$ cat src/logic/upsr_regs.svh
// register offsets, field positions, reset values and codes for the pin swap
// and port remap block; included by the block's design file
`ifndef UPSR_REGS_SVH
`define UPSR_REGS_SVH

// ----------------------------------------
// register indices (byte address = 4 * index)
// ----------------------------------------
`define UPSR_IDX_CONFIG 10'h008
`define UPSR_IDX_SWAP 10'h0FA
`define UPSR_IDX_MAP12 10'h0FB
`define UPSR_IDX_MAP34 10'h0FC
`define UPSR_IDX_STATUS 10'h010

// ----------------------------------------
// field positions
// ----------------------------------------
`define UPSR_CFG_REMAP_EN_BIT 0
`define UPSR_SWAP_UP_BIT 0
`define UPSR_MAP_LO_MSB 3
`define UPSR_MAP_LO_LSB 0
`define UPSR_MAP_HI_MSB 7
`define UPSR_MAP_HI_LSB 4
`define UPSR_STAT_COUNT_LSB 0
`define UPSR_STAT_LOGICAL_LSB 8
`define UPSR_STAT_ENABLED_LSB 24

// ----------------------------------------
// reset values and codes
// ----------------------------------------
`define UPSR_RST_SWAP 8'h00
`define UPSR_RST_MAP 8'h00
`define UPSR_RST_REMAP_EN 1'b0
`define UPSR_MAP_DISABLED 4'h0
`define UPSR_MAP_FIRST 4'h1
`define UPSR_MAP_LAST 4'h4
`define UPSR_RESP_OKAY 2'h0
`define UPSR_RESP_SLVERR 2'h2

`endif

$ cat src/logic/upsr_pkg.sv
// types shared by the pin swap and port remap block
// assumes a 32-bit AXI4-Lite master with 12-bit byte addresses
package upsr_pkg;

  localparam int UPSR_PORTS = 5;
  localparam int UPSR_DOWN = 4;

  typedef struct packed {
    logic [11:0] awaddr;
    logic awvalid;
    logic [31:0] wdata;
    logic [3:0] wstrb;
    logic wvalid;
    logic bready;
    logic [11:0] araddr;
    logic arvalid;
    logic rready;
  } upsr_axi_req_t;

  typedef struct packed {
    logic awready;
    logic wready;
    logic [1:0] bresp;
    logic bvalid;
    logic arready;
    logic [31:0] rdata;
    logic [1:0] rresp;
    logic rvalid;
  } upsr_axi_rsp_t;

  // one bit per port: index 0 upstream, 1..4 downstream
  typedef struct packed {
    logic [UPSR_PORTS-1:0] dp;
    logic [UPSR_PORTS-1:0] dm;
  } upsr_pair_t;

  typedef enum logic [4:0] {
    UPSR_SEL_NONE = 5'b00001,
    UPSR_SEL_CONFIG = 5'b00010,
    UPSR_SEL_SWAP = 5'b00100,
    UPSR_SEL_MAP12 = 5'b01000,
    UPSR_SEL_MAP34 = 5'b10000
  } upsr_sel_t;

endpackage

$ cat src/logic/upsr_top.sv
// pin swap and downstream port remap configuration with an AXI4-Lite slave
// assumes core PHY signals are on i_clock and pin inputs are asynchronous
`timescale 1ns/1ps
`include "upsr_regs.svh"

// Behaviour
// [RULE_01] swap bit 0: D+ drives and senses DP pin, D- on DM pin
// [RULE_02] swap bit 1: D+ goes to DM pin, D- to DP pin
// [RULE_03] swap bits 4..1 steer downstream ports 4..1; bits 7..5 do nothing
// [RULE_04] swap bit 0 exchanges the upstream port's D+ and D- pins
// [RULE_05] physical-to-logical mapping applies only while remap enable is set
// [RULE_06] map bits 7..4 govern physical port 2: 0 disabled, 1..4 logical ports
// [RULE_07] map codes 5..15 act as 0, leaving that physical port disabled
// [RULE_08] map bits 3..0 govern physical port 1, value 0 disables it
// [RULE_09] port 1 field codes 1..4 assign logical ports 1..4
// [RULE_10] a second map register gives the same fields for ports 3 and 4
// [RULE_11] software must assign contiguous logical numbers starting at 1
// [RULE_12] hub reports only a port count; the host numbers ports from 1
// [RULE_13] disabled physical ports are left out of the reported port count
module upsr_top (
  // clock and reset
  input wire logic i_clock,
  input wire logic i_arst_n,
  // register bus
  input wire upsr_pkg::upsr_axi_req_t i_axi,
  output upsr_pkg::upsr_axi_rsp_t o_axi,
  // core PHY side, port 0 upstream, 1..4 downstream
  input wire upsr_pkg::upsr_pair_t i_core_drive,
  input wire logic [4:0] i_core_oe,
  output upsr_pkg::upsr_pair_t o_core_sense,
  // package pins
  input wire upsr_pkg::upsr_pair_t i_pin,
  output upsr_pkg::upsr_pair_t o_pin,
  output upsr_pkg::upsr_pair_t o_pin_oe,
  // remap results toward the hub logic
  output logic [3:0][2:0] o_phys_logical,
  output logic [3:0] o_phys_enabled,
  output logic [2:0] o_port_count
);
  import upsr_pkg::*;

  // ----------------------------------------
  // state
  // ----------------------------------------
  typedef struct packed {
    logic [7:0] swap;
    logic [7:0] map12;
    logic [7:0] map34;
    logic remap_en;
    logic aw_held;
    logic [9:0] aw_idx;
    logic w_held;
    logic [7:0] wbyte;
    logic wlane0;
    logic bvalid;
    logic [1:0] bresp;
    logic rvalid;
    logic [31:0] rdata;
    logic [1:0] rresp;
    upsr_pair_t sync1;
    upsr_pair_t sync2;
    upsr_pair_t pin_out;
    upsr_pair_t pin_oe;
    upsr_pair_t sense;
    logic [3:0][2:0] logical;
    logic [3:0] enabled;
    logic [2:0] count;
  } upsr_state_t;

  upsr_state_t state_ff;
  upsr_state_t nxt_state;

  // ----------------------------------------
  // helpers
  // ----------------------------------------
  function automatic upsr_sel_t reg_sel(input logic [9:0] idx);
    upsr_sel_t sel;
    sel = UPSR_SEL_NONE;
    if (idx == `UPSR_IDX_CONFIG) begin
      sel = UPSR_SEL_CONFIG;
    end else if (idx == `UPSR_IDX_SWAP) begin
      sel = UPSR_SEL_SWAP;
    end else if (idx == `UPSR_IDX_MAP12) begin
      sel = UPSR_SEL_MAP12;
    end else if (idx == `UPSR_IDX_MAP34) begin
      sel = UPSR_SEL_MAP34;
    end
    return sel;
  endfunction

  // reserved codes fall back to disabled
  function automatic logic [2:0] resolve(input logic [3:0] field);
    logic [2:0] lp;
    lp = 3'h0;
    if (field >= `UPSR_MAP_FIRST && field <= `UPSR_MAP_LAST) begin // RULE_06 RULE_09
      lp = field[2:0];
    end // RULE_07
    return lp;
  endfunction

  // ----------------------------------------
  // pin swap muxing
  // ----------------------------------------
  upsr_pair_t swap_drive;
  upsr_pair_t swap_oe;
  upsr_pair_t swap_sense;
  logic [4:0] swap_bits;

  // bits 7..5 are stored but never reach the muxes
  assign swap_bits = state_ff.swap[4:0]; // RULE_03 RULE_04

  genvar gp;
  generate
    for (gp = 0; gp < UPSR_PORTS; gp++) begin : g_port
      always_comb begin
        if (swap_bits[gp]) begin
          swap_drive.dp[gp] = i_core_drive.dm[gp]; // RULE_02
          swap_drive.dm[gp] = i_core_drive.dp[gp]; // RULE_02
          swap_sense.dp[gp] = state_ff.sync2.dm[gp]; // RULE_02
          swap_sense.dm[gp] = state_ff.sync2.dp[gp]; // RULE_02
        end else begin
          swap_drive.dp[gp] = i_core_drive.dp[gp]; // RULE_01
          swap_drive.dm[gp] = i_core_drive.dm[gp]; // RULE_01
          swap_sense.dp[gp] = state_ff.sync2.dp[gp]; // RULE_01
          swap_sense.dm[gp] = state_ff.sync2.dm[gp]; // RULE_01
        end
        // both pins of a pair share one enable, so swapping needs no oe mux
        swap_oe.dp[gp] = i_core_oe[gp];
        swap_oe.dm[gp] = i_core_oe[gp];
      end
    end
  endgenerate

  // ----------------------------------------
  // remap resolution
  // ----------------------------------------
  logic [3:0][2:0] map_logical;
  logic [3:0] map_enabled;
  logic [2:0] map_count;

  always_comb begin
    map_logical[0] = resolve(state_ff.map12[`UPSR_MAP_LO_MSB:`UPSR_MAP_LO_LSB]); // RULE_08
    map_logical[1] = resolve(state_ff.map12[`UPSR_MAP_HI_MSB:`UPSR_MAP_HI_LSB]); // RULE_06
    map_logical[2] = resolve(state_ff.map34[`UPSR_MAP_LO_MSB:`UPSR_MAP_LO_LSB]); // RULE_10
    map_logical[3] = resolve(state_ff.map34[`UPSR_MAP_HI_MSB:`UPSR_MAP_HI_LSB]); // RULE_10
    if (!state_ff.remap_en) begin
      // identity numbering while remapping is off
      map_logical[0] = 3'h1; // RULE_05
      map_logical[1] = 3'h2; // RULE_05
      map_logical[2] = 3'h3; // RULE_05
      map_logical[3] = 3'h4; // RULE_05
    end
    map_count = 3'h0;
    for (int i = 0; i < UPSR_DOWN; i++) begin
      map_enabled[i] = (map_logical[i] != 3'h0);
      // only a count leaves the hub; duplicate codes are software's problem
      map_count = map_count + {2'h0, map_enabled[i]}; // RULE_12 RULE_13
    end
  end

  // ----------------------------------------
  // bus and register next state
  // ----------------------------------------
  logic aw_take;
  logic w_take;
  logic ar_take;
  logic do_write;
  upsr_sel_t wr_sel;
  upsr_sel_t rd_sel;

  assign aw_take = i_axi.awvalid && !state_ff.aw_held && !state_ff.bvalid;
  assign w_take = i_axi.wvalid && !state_ff.w_held && !state_ff.bvalid;
  assign ar_take = i_axi.arvalid && !state_ff.rvalid;

  always_comb begin
    nxt_state = state_ff;
    wr_sel = reg_sel(state_ff.aw_idx);
    rd_sel = reg_sel(i_axi.araddr[11:2]);
    do_write = state_ff.aw_held && state_ff.w_held && !state_ff.bvalid;

    // address and data may arrive in either order
    if (aw_take) begin
      nxt_state.aw_held = 1'b1;
      nxt_state.aw_idx = i_axi.awaddr[11:2];
    end
    if (w_take) begin
      nxt_state.w_held = 1'b1;
      nxt_state.wbyte = i_axi.wdata[7:0];
      nxt_state.wlane0 = i_axi.wstrb[0];
    end

    if (do_write) begin
      nxt_state.aw_held = 1'b0;
      nxt_state.w_held = 1'b0;
      nxt_state.bvalid = 1'b1;
      nxt_state.bresp = `UPSR_RESP_OKAY;
      if (wr_sel == UPSR_SEL_NONE) begin
        nxt_state.bresp = `UPSR_RESP_SLVERR;
      end else if (state_ff.wlane0) begin
        case (wr_sel)
          UPSR_SEL_CONFIG: nxt_state.remap_en = state_ff.wbyte[`UPSR_CFG_REMAP_EN_BIT];
          UPSR_SEL_SWAP: nxt_state.swap = state_ff.wbyte;
          UPSR_SEL_MAP12: nxt_state.map12 = state_ff.wbyte;
          UPSR_SEL_MAP34: nxt_state.map34 = state_ff.wbyte;
          default: nxt_state.bresp = `UPSR_RESP_SLVERR;
        endcase
      end
    end else if (state_ff.bvalid && i_axi.bready) begin
      nxt_state.bvalid = 1'b0;
    end

    if (ar_take) begin
      nxt_state.rvalid = 1'b1;
      nxt_state.rresp = `UPSR_RESP_OKAY;
      nxt_state.rdata = 32'h0000_0000;
      if (i_axi.araddr[11:2] == `UPSR_IDX_STATUS) begin
        nxt_state.rdata[`UPSR_STAT_COUNT_LSB +: 3] = state_ff.count;
        nxt_state.rdata[`UPSR_STAT_LOGICAL_LSB +: 12] = state_ff.logical;
        nxt_state.rdata[`UPSR_STAT_ENABLED_LSB +: 4] = state_ff.enabled;
      end else if (rd_sel == UPSR_SEL_CONFIG) begin
        nxt_state.rdata[`UPSR_CFG_REMAP_EN_BIT] = state_ff.remap_en;
      end else if (rd_sel == UPSR_SEL_SWAP) begin
        nxt_state.rdata[7:0] = state_ff.swap;
      end else if (rd_sel == UPSR_SEL_MAP12) begin
        nxt_state.rdata[7:0] = state_ff.map12;
      end else if (rd_sel == UPSR_SEL_MAP34) begin
        nxt_state.rdata[7:0] = state_ff.map34;
      end else begin
        nxt_state.rresp = `UPSR_RESP_SLVERR;
      end
    end else if (state_ff.rvalid && i_axi.rready) begin
      nxt_state.rvalid = 1'b0;
    end

    // pin path: two flops before the swap mux reads a pin
    nxt_state.sync1 = i_pin;
    nxt_state.sync2 = state_ff.sync1;
    nxt_state.sense = swap_sense;
    nxt_state.pin_out = swap_drive;
    nxt_state.pin_oe = swap_oe;

    nxt_state.logical = map_logical;
    nxt_state.enabled = map_enabled;
    nxt_state.count = map_count;
  end

  // ----------------------------------------
  // registers
  // ----------------------------------------
  always_ff @(posedge i_clock or negedge i_arst_n) begin
    if (!i_arst_n) begin
      state_ff <= '0;
      state_ff.swap <= `UPSR_RST_SWAP;
      state_ff.map12 <= `UPSR_RST_MAP;
      state_ff.map34 <= `UPSR_RST_MAP;
      state_ff.remap_en <= `UPSR_RST_REMAP_EN;
    end else begin
      state_ff <= nxt_state;
    end
  end

  // ----------------------------------------
  // outputs
  // ----------------------------------------
  always_comb begin
    o_axi.awready = !state_ff.aw_held && !state_ff.bvalid;
    o_axi.wready = !state_ff.w_held && !state_ff.bvalid;
    o_axi.bvalid = state_ff.bvalid;
    o_axi.bresp = state_ff.bresp;
    o_axi.arready = !state_ff.rvalid;
    o_axi.rvalid = state_ff.rvalid;
    o_axi.rdata = state_ff.rdata;
    o_axi.rresp = state_ff.rresp;
  end

  assign o_core_sense = state_ff.sense;
  assign o_pin = state_ff.pin_out;
  assign o_pin_oe = state_ff.pin_oe;
  assign o_phys_logical = state_ff.logical;
  assign o_phys_enabled = state_ff.enabled;
  assign o_port_count = state_ff.count;

endmodule

$ cat config.mk
export PLATFORM = sky130hd
export DESIGN_NAME = upsr_top
export DESIGN_NICKNAME = d
export VERILOG_FILES = /design/src/logic/upsr_pkg.sv /design/src/logic/upsr_top.sv
export VERILOG_INCLUDE_DIRS = /design/src /design/src/logic
export SDC_FILE = /design/constraint.sdc
export NUM_CORES = 1
export LEC_CHECK = 0
export BUFFER_PORTS_ARGS = -buffer_cell sky130_fd_sc_hd__buf_2
export CELL_PAD_IN_SITES_DETAIL_PLACEMENT = 1
export CELL_PAD_IN_SITES_GLOBAL_PLACEMENT = 1
export CORE_MARGIN = 3
export CORE_UTILIZATION = 30
export CTS_CLUSTER_SIZE = 28
export DETAILED_ROUTE_END_ITERATION = 7
export PLACE_DENSITY_LB_ADDON = 0.3
export SYNTH_ARGS = -nofsm -noshare
export SYNTH_HDL_FRONTEND = slang
export SYNTH_SLANG_ARGS = --single-unit
$ cat constraint.sdc
create_clock -name i_clock -period 2.1 [get_ports i_clock]
set_input_delay 0 -clock i_clock [delete_from_list [all_inputs] [get_ports i_clock]]
set_output_delay 0 -clock i_clock [all_outputs]
set_load 0.01 [all_outputs]
After elaboration in Yosys (flattened, before gate mapping)
Index checks and enable logic that the tools add are counted.
Word-level totals
  bits in registers: 140
  output and inout bits: 90
Operators by class
  add/subtract/negate cells: 3
  $lt $le $gt $ge: 8
  eq/ne operators: 18
  multiplexer cells: 58
  bitwise gates (word level): 1
  reduce and logical (&&, ||, !) cells: 32
Operators with widths (count)
  10-bit by 8-bit == test with 1-bit output (second input constant): 6
  5-bit two-way mux: 9
  1-bit two-way mux: 27
  12-bit two-way mux: 2
  8-bit two-way mux: 3
  10-bit by 4-bit == test with 1-bit output (second input constant): 2
  4-bit by 1-bit >= comparator with 1-bit output (second input constant): 4
  4-bit by 3-bit less-or-equal comparator with 1-bit output (second input constant): 4
  2-bit two-way mux: 8
  4-bit AND reduction: 4
  1-bit logical AND: 15
  3-bit two-way mux: 5
  3-bit nonzero test: 4
  11-bit two-way mux: 1
  10-bit by 5-bit == test with 1-bit output (second input constant): 1
  5-bit by 2-bit == test with 1-bit output (second input constant): 2
  5-bit by 3-bit == test with 1-bit output (second input constant): 2
  5-bit by 4-bit == test with 1-bit output (second input constant): 2
  5-bit == test (second input constant): 2
  10-bit two-way mux: 1
  2-bit nonzero test: 4
  7-bit two-way mux: 1
  5-bit by 1-bit == test with 1-bit output (second input constant): 1
  1-bit logical NOT: 4
  other kinds (6): 6

Logic depth before layout (Yosys ltp)
  word-level depth: 11
  depth in mapped cells: 6

Worst setup path after synthesis
No wires, ideal clock.
  path type: reg2reg
  start: register state_ff[128] in the netlist's numbering
  end: register state_ff (netlist bit o_port_count[1])
  arrival: 2.056 ns
  slack: -0.082 ns
  stages on the path, launching flop included: 7
  cell sequence: dfrtp_1 > clkbuf_1 > o31ai_1 > or3_1 > fa_1 > ha_1 > ha_1
RTL lines
  start, declared: line upsr_top.sv:70  | upsr_state_t state_ff;
  start signal, assigned: line upsr_top.sv:258  | state_ff <= nxt_state;

==> results.toml <==
[power]
ir_drop_mv = 0.5720
p_leak_nw = 3.564
fin_total_pwr_mw = 6.952
power_density_nw_per_um2 = 913.4

[die]
die_w_um = 145.6
rows = 50
dieArea_sq_um = 21210
core-area_sq_um = 18960
die_y_um = 145.6
start_util = 0.3085
io_pins = 182

[clock_network]
clk_latency_ns = 0.41
clock-sinks = 138
cts_made_buffers = 17
cts_buffer_depth = 2
cts_tree = "done"
htreeDepth = 4
root_buffer = "clkbuf_16"
clk_pin_slew_ns = 0.06

[layout]
fin_util = 0.4015
final_cells = 871
drive_gt1_frac = 0.4484
syn_to_final_growth_pct = 30.15
nets = 693
diodes = 0
n_fill_cell = 2031

[logic_synthesis]
yosysWarnings = 0
synth_seq_cells = 138
synthArstFlopShare = 1.000
yosys.cell_count.top_type = "dfrtp_1"
synth-edff-count = 0
netlist_top_cells_count = "dfrtp_1, buf_4, mux2_2, nor2_1, a22o_1"
avgSynthCellArea_sq_um = 13.23
syn_inst = 442
synth_area_leaders = "dfrtp_1, buf_4, mux2_2, a22o_1, mux2_4"
synth-seq-area-share = 0.5905
yosysTopAreaCellShare = 0.5905
synth_ff_type = "dfrtp_1"
synth_area_sq_um = 5848
synth.distinct_cells = 50
yosysTopAreaCell = "dfrtp_1"

[timing]
setup_viol = 0
setup_ws_ns = 0.01144
drv_slew = 0
worst_slew_pin_slew_ns = 0.5534
clock.fmax_mhz = 478.8
hold_violations = 0
min_period_over_period = 0.9946
period_needed_ns = 2.089
rsz0062_at_grt = "yes"
fin_skew_ns = 0.009849
fin_tns_setup_ns = 0
maxSlewHeadroom = 0.6310

[routing]
ant_nets = 0
wirelength_um = 13770
vias = 3749
dr_wl_met2_um = 7223
drt_iter0_markers = 97
drt-met1-wl_um = 5800
drc_errors = 0
routed-wl-met3_um = 627
highest_layer = "met4"
viasPerCell = 4.304
wl_per_cell_um = 15.81
first_pass_iters = 4

[global_routing]
antenna_found_initial = 0
grt_pass1_wl_um = 22600
overflow = 0
grt_max_degree = 47
grt_usage = 0.1335
first_global_vias = 4187

[worst_setup_path]
worstPathMaxFanout = 6
cp-end-kind = "register"
path_class = "reg -> reg"
arrival_ns = 2.39
cp.required_ns = 2.40
path_cells = "buf_6, o31ai_4, or3_4, fa_1, ha_2, ha_4"
slowest_stage = "fa_1"
cp-start-kind = "register"
slowest_delay_ns = 0.55
path_delay_family = "adder cells"
cp.buffers_inverters = 1

[placement]
routabilityCongestion = 0.7244
io_buffers = 140
dp_cells = 775
dp_slack_ns = -0.1205
hpwl_um = 9449

[outcome]
outcome = "finished clean"

[worst_hold_path]
hold_path_class = "in -> reg"

[run]
drv_cap = 0
[cell usage in the layout (no fill, tap or decap), types with 2 or more instances in the layout]
cell type,count
buf_2,139
dfrtp_1,136
dlygate4sd3_1,56
mux2_2,55
buf_4,28
nor2_1,21
clkbuf_16,17
a22o_1,16
nand2_1,15
o21ai_0,11
a21oi_1,10
conb_1,10
mux2_4,8
mux2i_1,7
clkbuf_1,7
nand2b_1,5
inv_1,5
clkinv_2,4
nor4bb_1,3
nand3_1,3
clkinvlp_4,3
buf_6,3
or3_4,2
or3_1,2
and4_1,2
nand3b_1,2
nor3_1,2
nor4_1,2
and2_1,2
a22oi_1,2
dfrtp_2,2
[power by group]
part	leakage (nW)	switching [mW]	internal, mW
combinational	1.61	0.448	0.523
sequential	1.71	0.303	2.97
clock	0.248	1.09	1.62
total	3.56	1.84	5.11
[through the flow]
stage	area [sq um]	hold slack (ns)
finish	7611	0.03327
global route	7611	0.04742
detailed placement	6389	-0.02757
floorplan	5897	-0.2956
CTS	7556	0.02076
global placement	6389	-0.04125
[state kept, by name (all words and copies together), names as in the netlist]
| name | count |
|---|---|
| nxt_state | 10 |
| o_axi | 28 |
| o_core_sense | 10 |
| o_phys_enabled | 4 |
| o_phys_logical | 12 |
| o_pin | 10 |
| o_pin_oe | 5 |
| o_port_count | 3 |
| state_ff | 56 |
[per-layer routing]
layer / up-vias / GRT usage
li1: 1755 / -
met1: 1885 / 0.1620
met2: 102 / 0.2321
met3: 7 / 0.04017
met4: 0 / 0.03561
met5: - / 0
[logic make-up after synthesis]
| kind of cell | Yosys count | synth area share |
|---|---|---|
| XOR/XNOR | 2 | 0.002996 |
| flip-flops | 138 | 0.5905 |
| AND/OR/NAND/NOR | 73 | 0.07403 |
| multiplexers | 70 | 0.1384 |
| AO/OA/AOI/OAI | 50 | 0.05948 |
| other | 1 | 0.0006412 |
| buffers and inverters | 105 | 0.1262 |
| adder cells (fa/ha/maj) | 3 | 0.007702 |
[worst paths after layout]
check	end	startpoint	depth (start not counted)	slack, ns
max	o_port_count[1]	state_ff[128]	6	0.01
min	o_axi[2]	i_axi[8]	4	0.03
max reg2reg	o_port_count[1]	state_ff[128]	6	0.01
min reg2reg	state_ff[53]	nxt_state[53]	0	0.35
max in group asynchronous	o_pin[5]	i_arst_n	3	1.34
min in group asynchronous	state_ff[125]	i_arst_n	2	0.08
[what timing repair did]
action                                  4_1_cts  5_1_grt
buffers inserted                              7        2
pin swaps                                     4        3
hold endpoints to repair                    186        0
endpoints found under the setup margin        3        1
hold buffers                                 56        0
gates resized for setup                       8        8
[layout make-up]
cell class,instances,area [sq um],area share
clock buffers,24,451.7,0.05935
inverters,6,25.02,0.003288
clock inverters,8,72.57,0.009535
repair buffers,227,1520,0.1997
flip-flops and latches,138,3456,0.4541
well taps,260,325.3,0.04274
multi-input cells,208,1760,0.2313
[tightest hold or removal path, stage by stage]
cell and delay, ns:
buf_2 0.13, xnor2_1 0.07, o22ai_1 0.11, o21ai_0 0.09
Note: power is estimated with default switching activity, not from simulation.
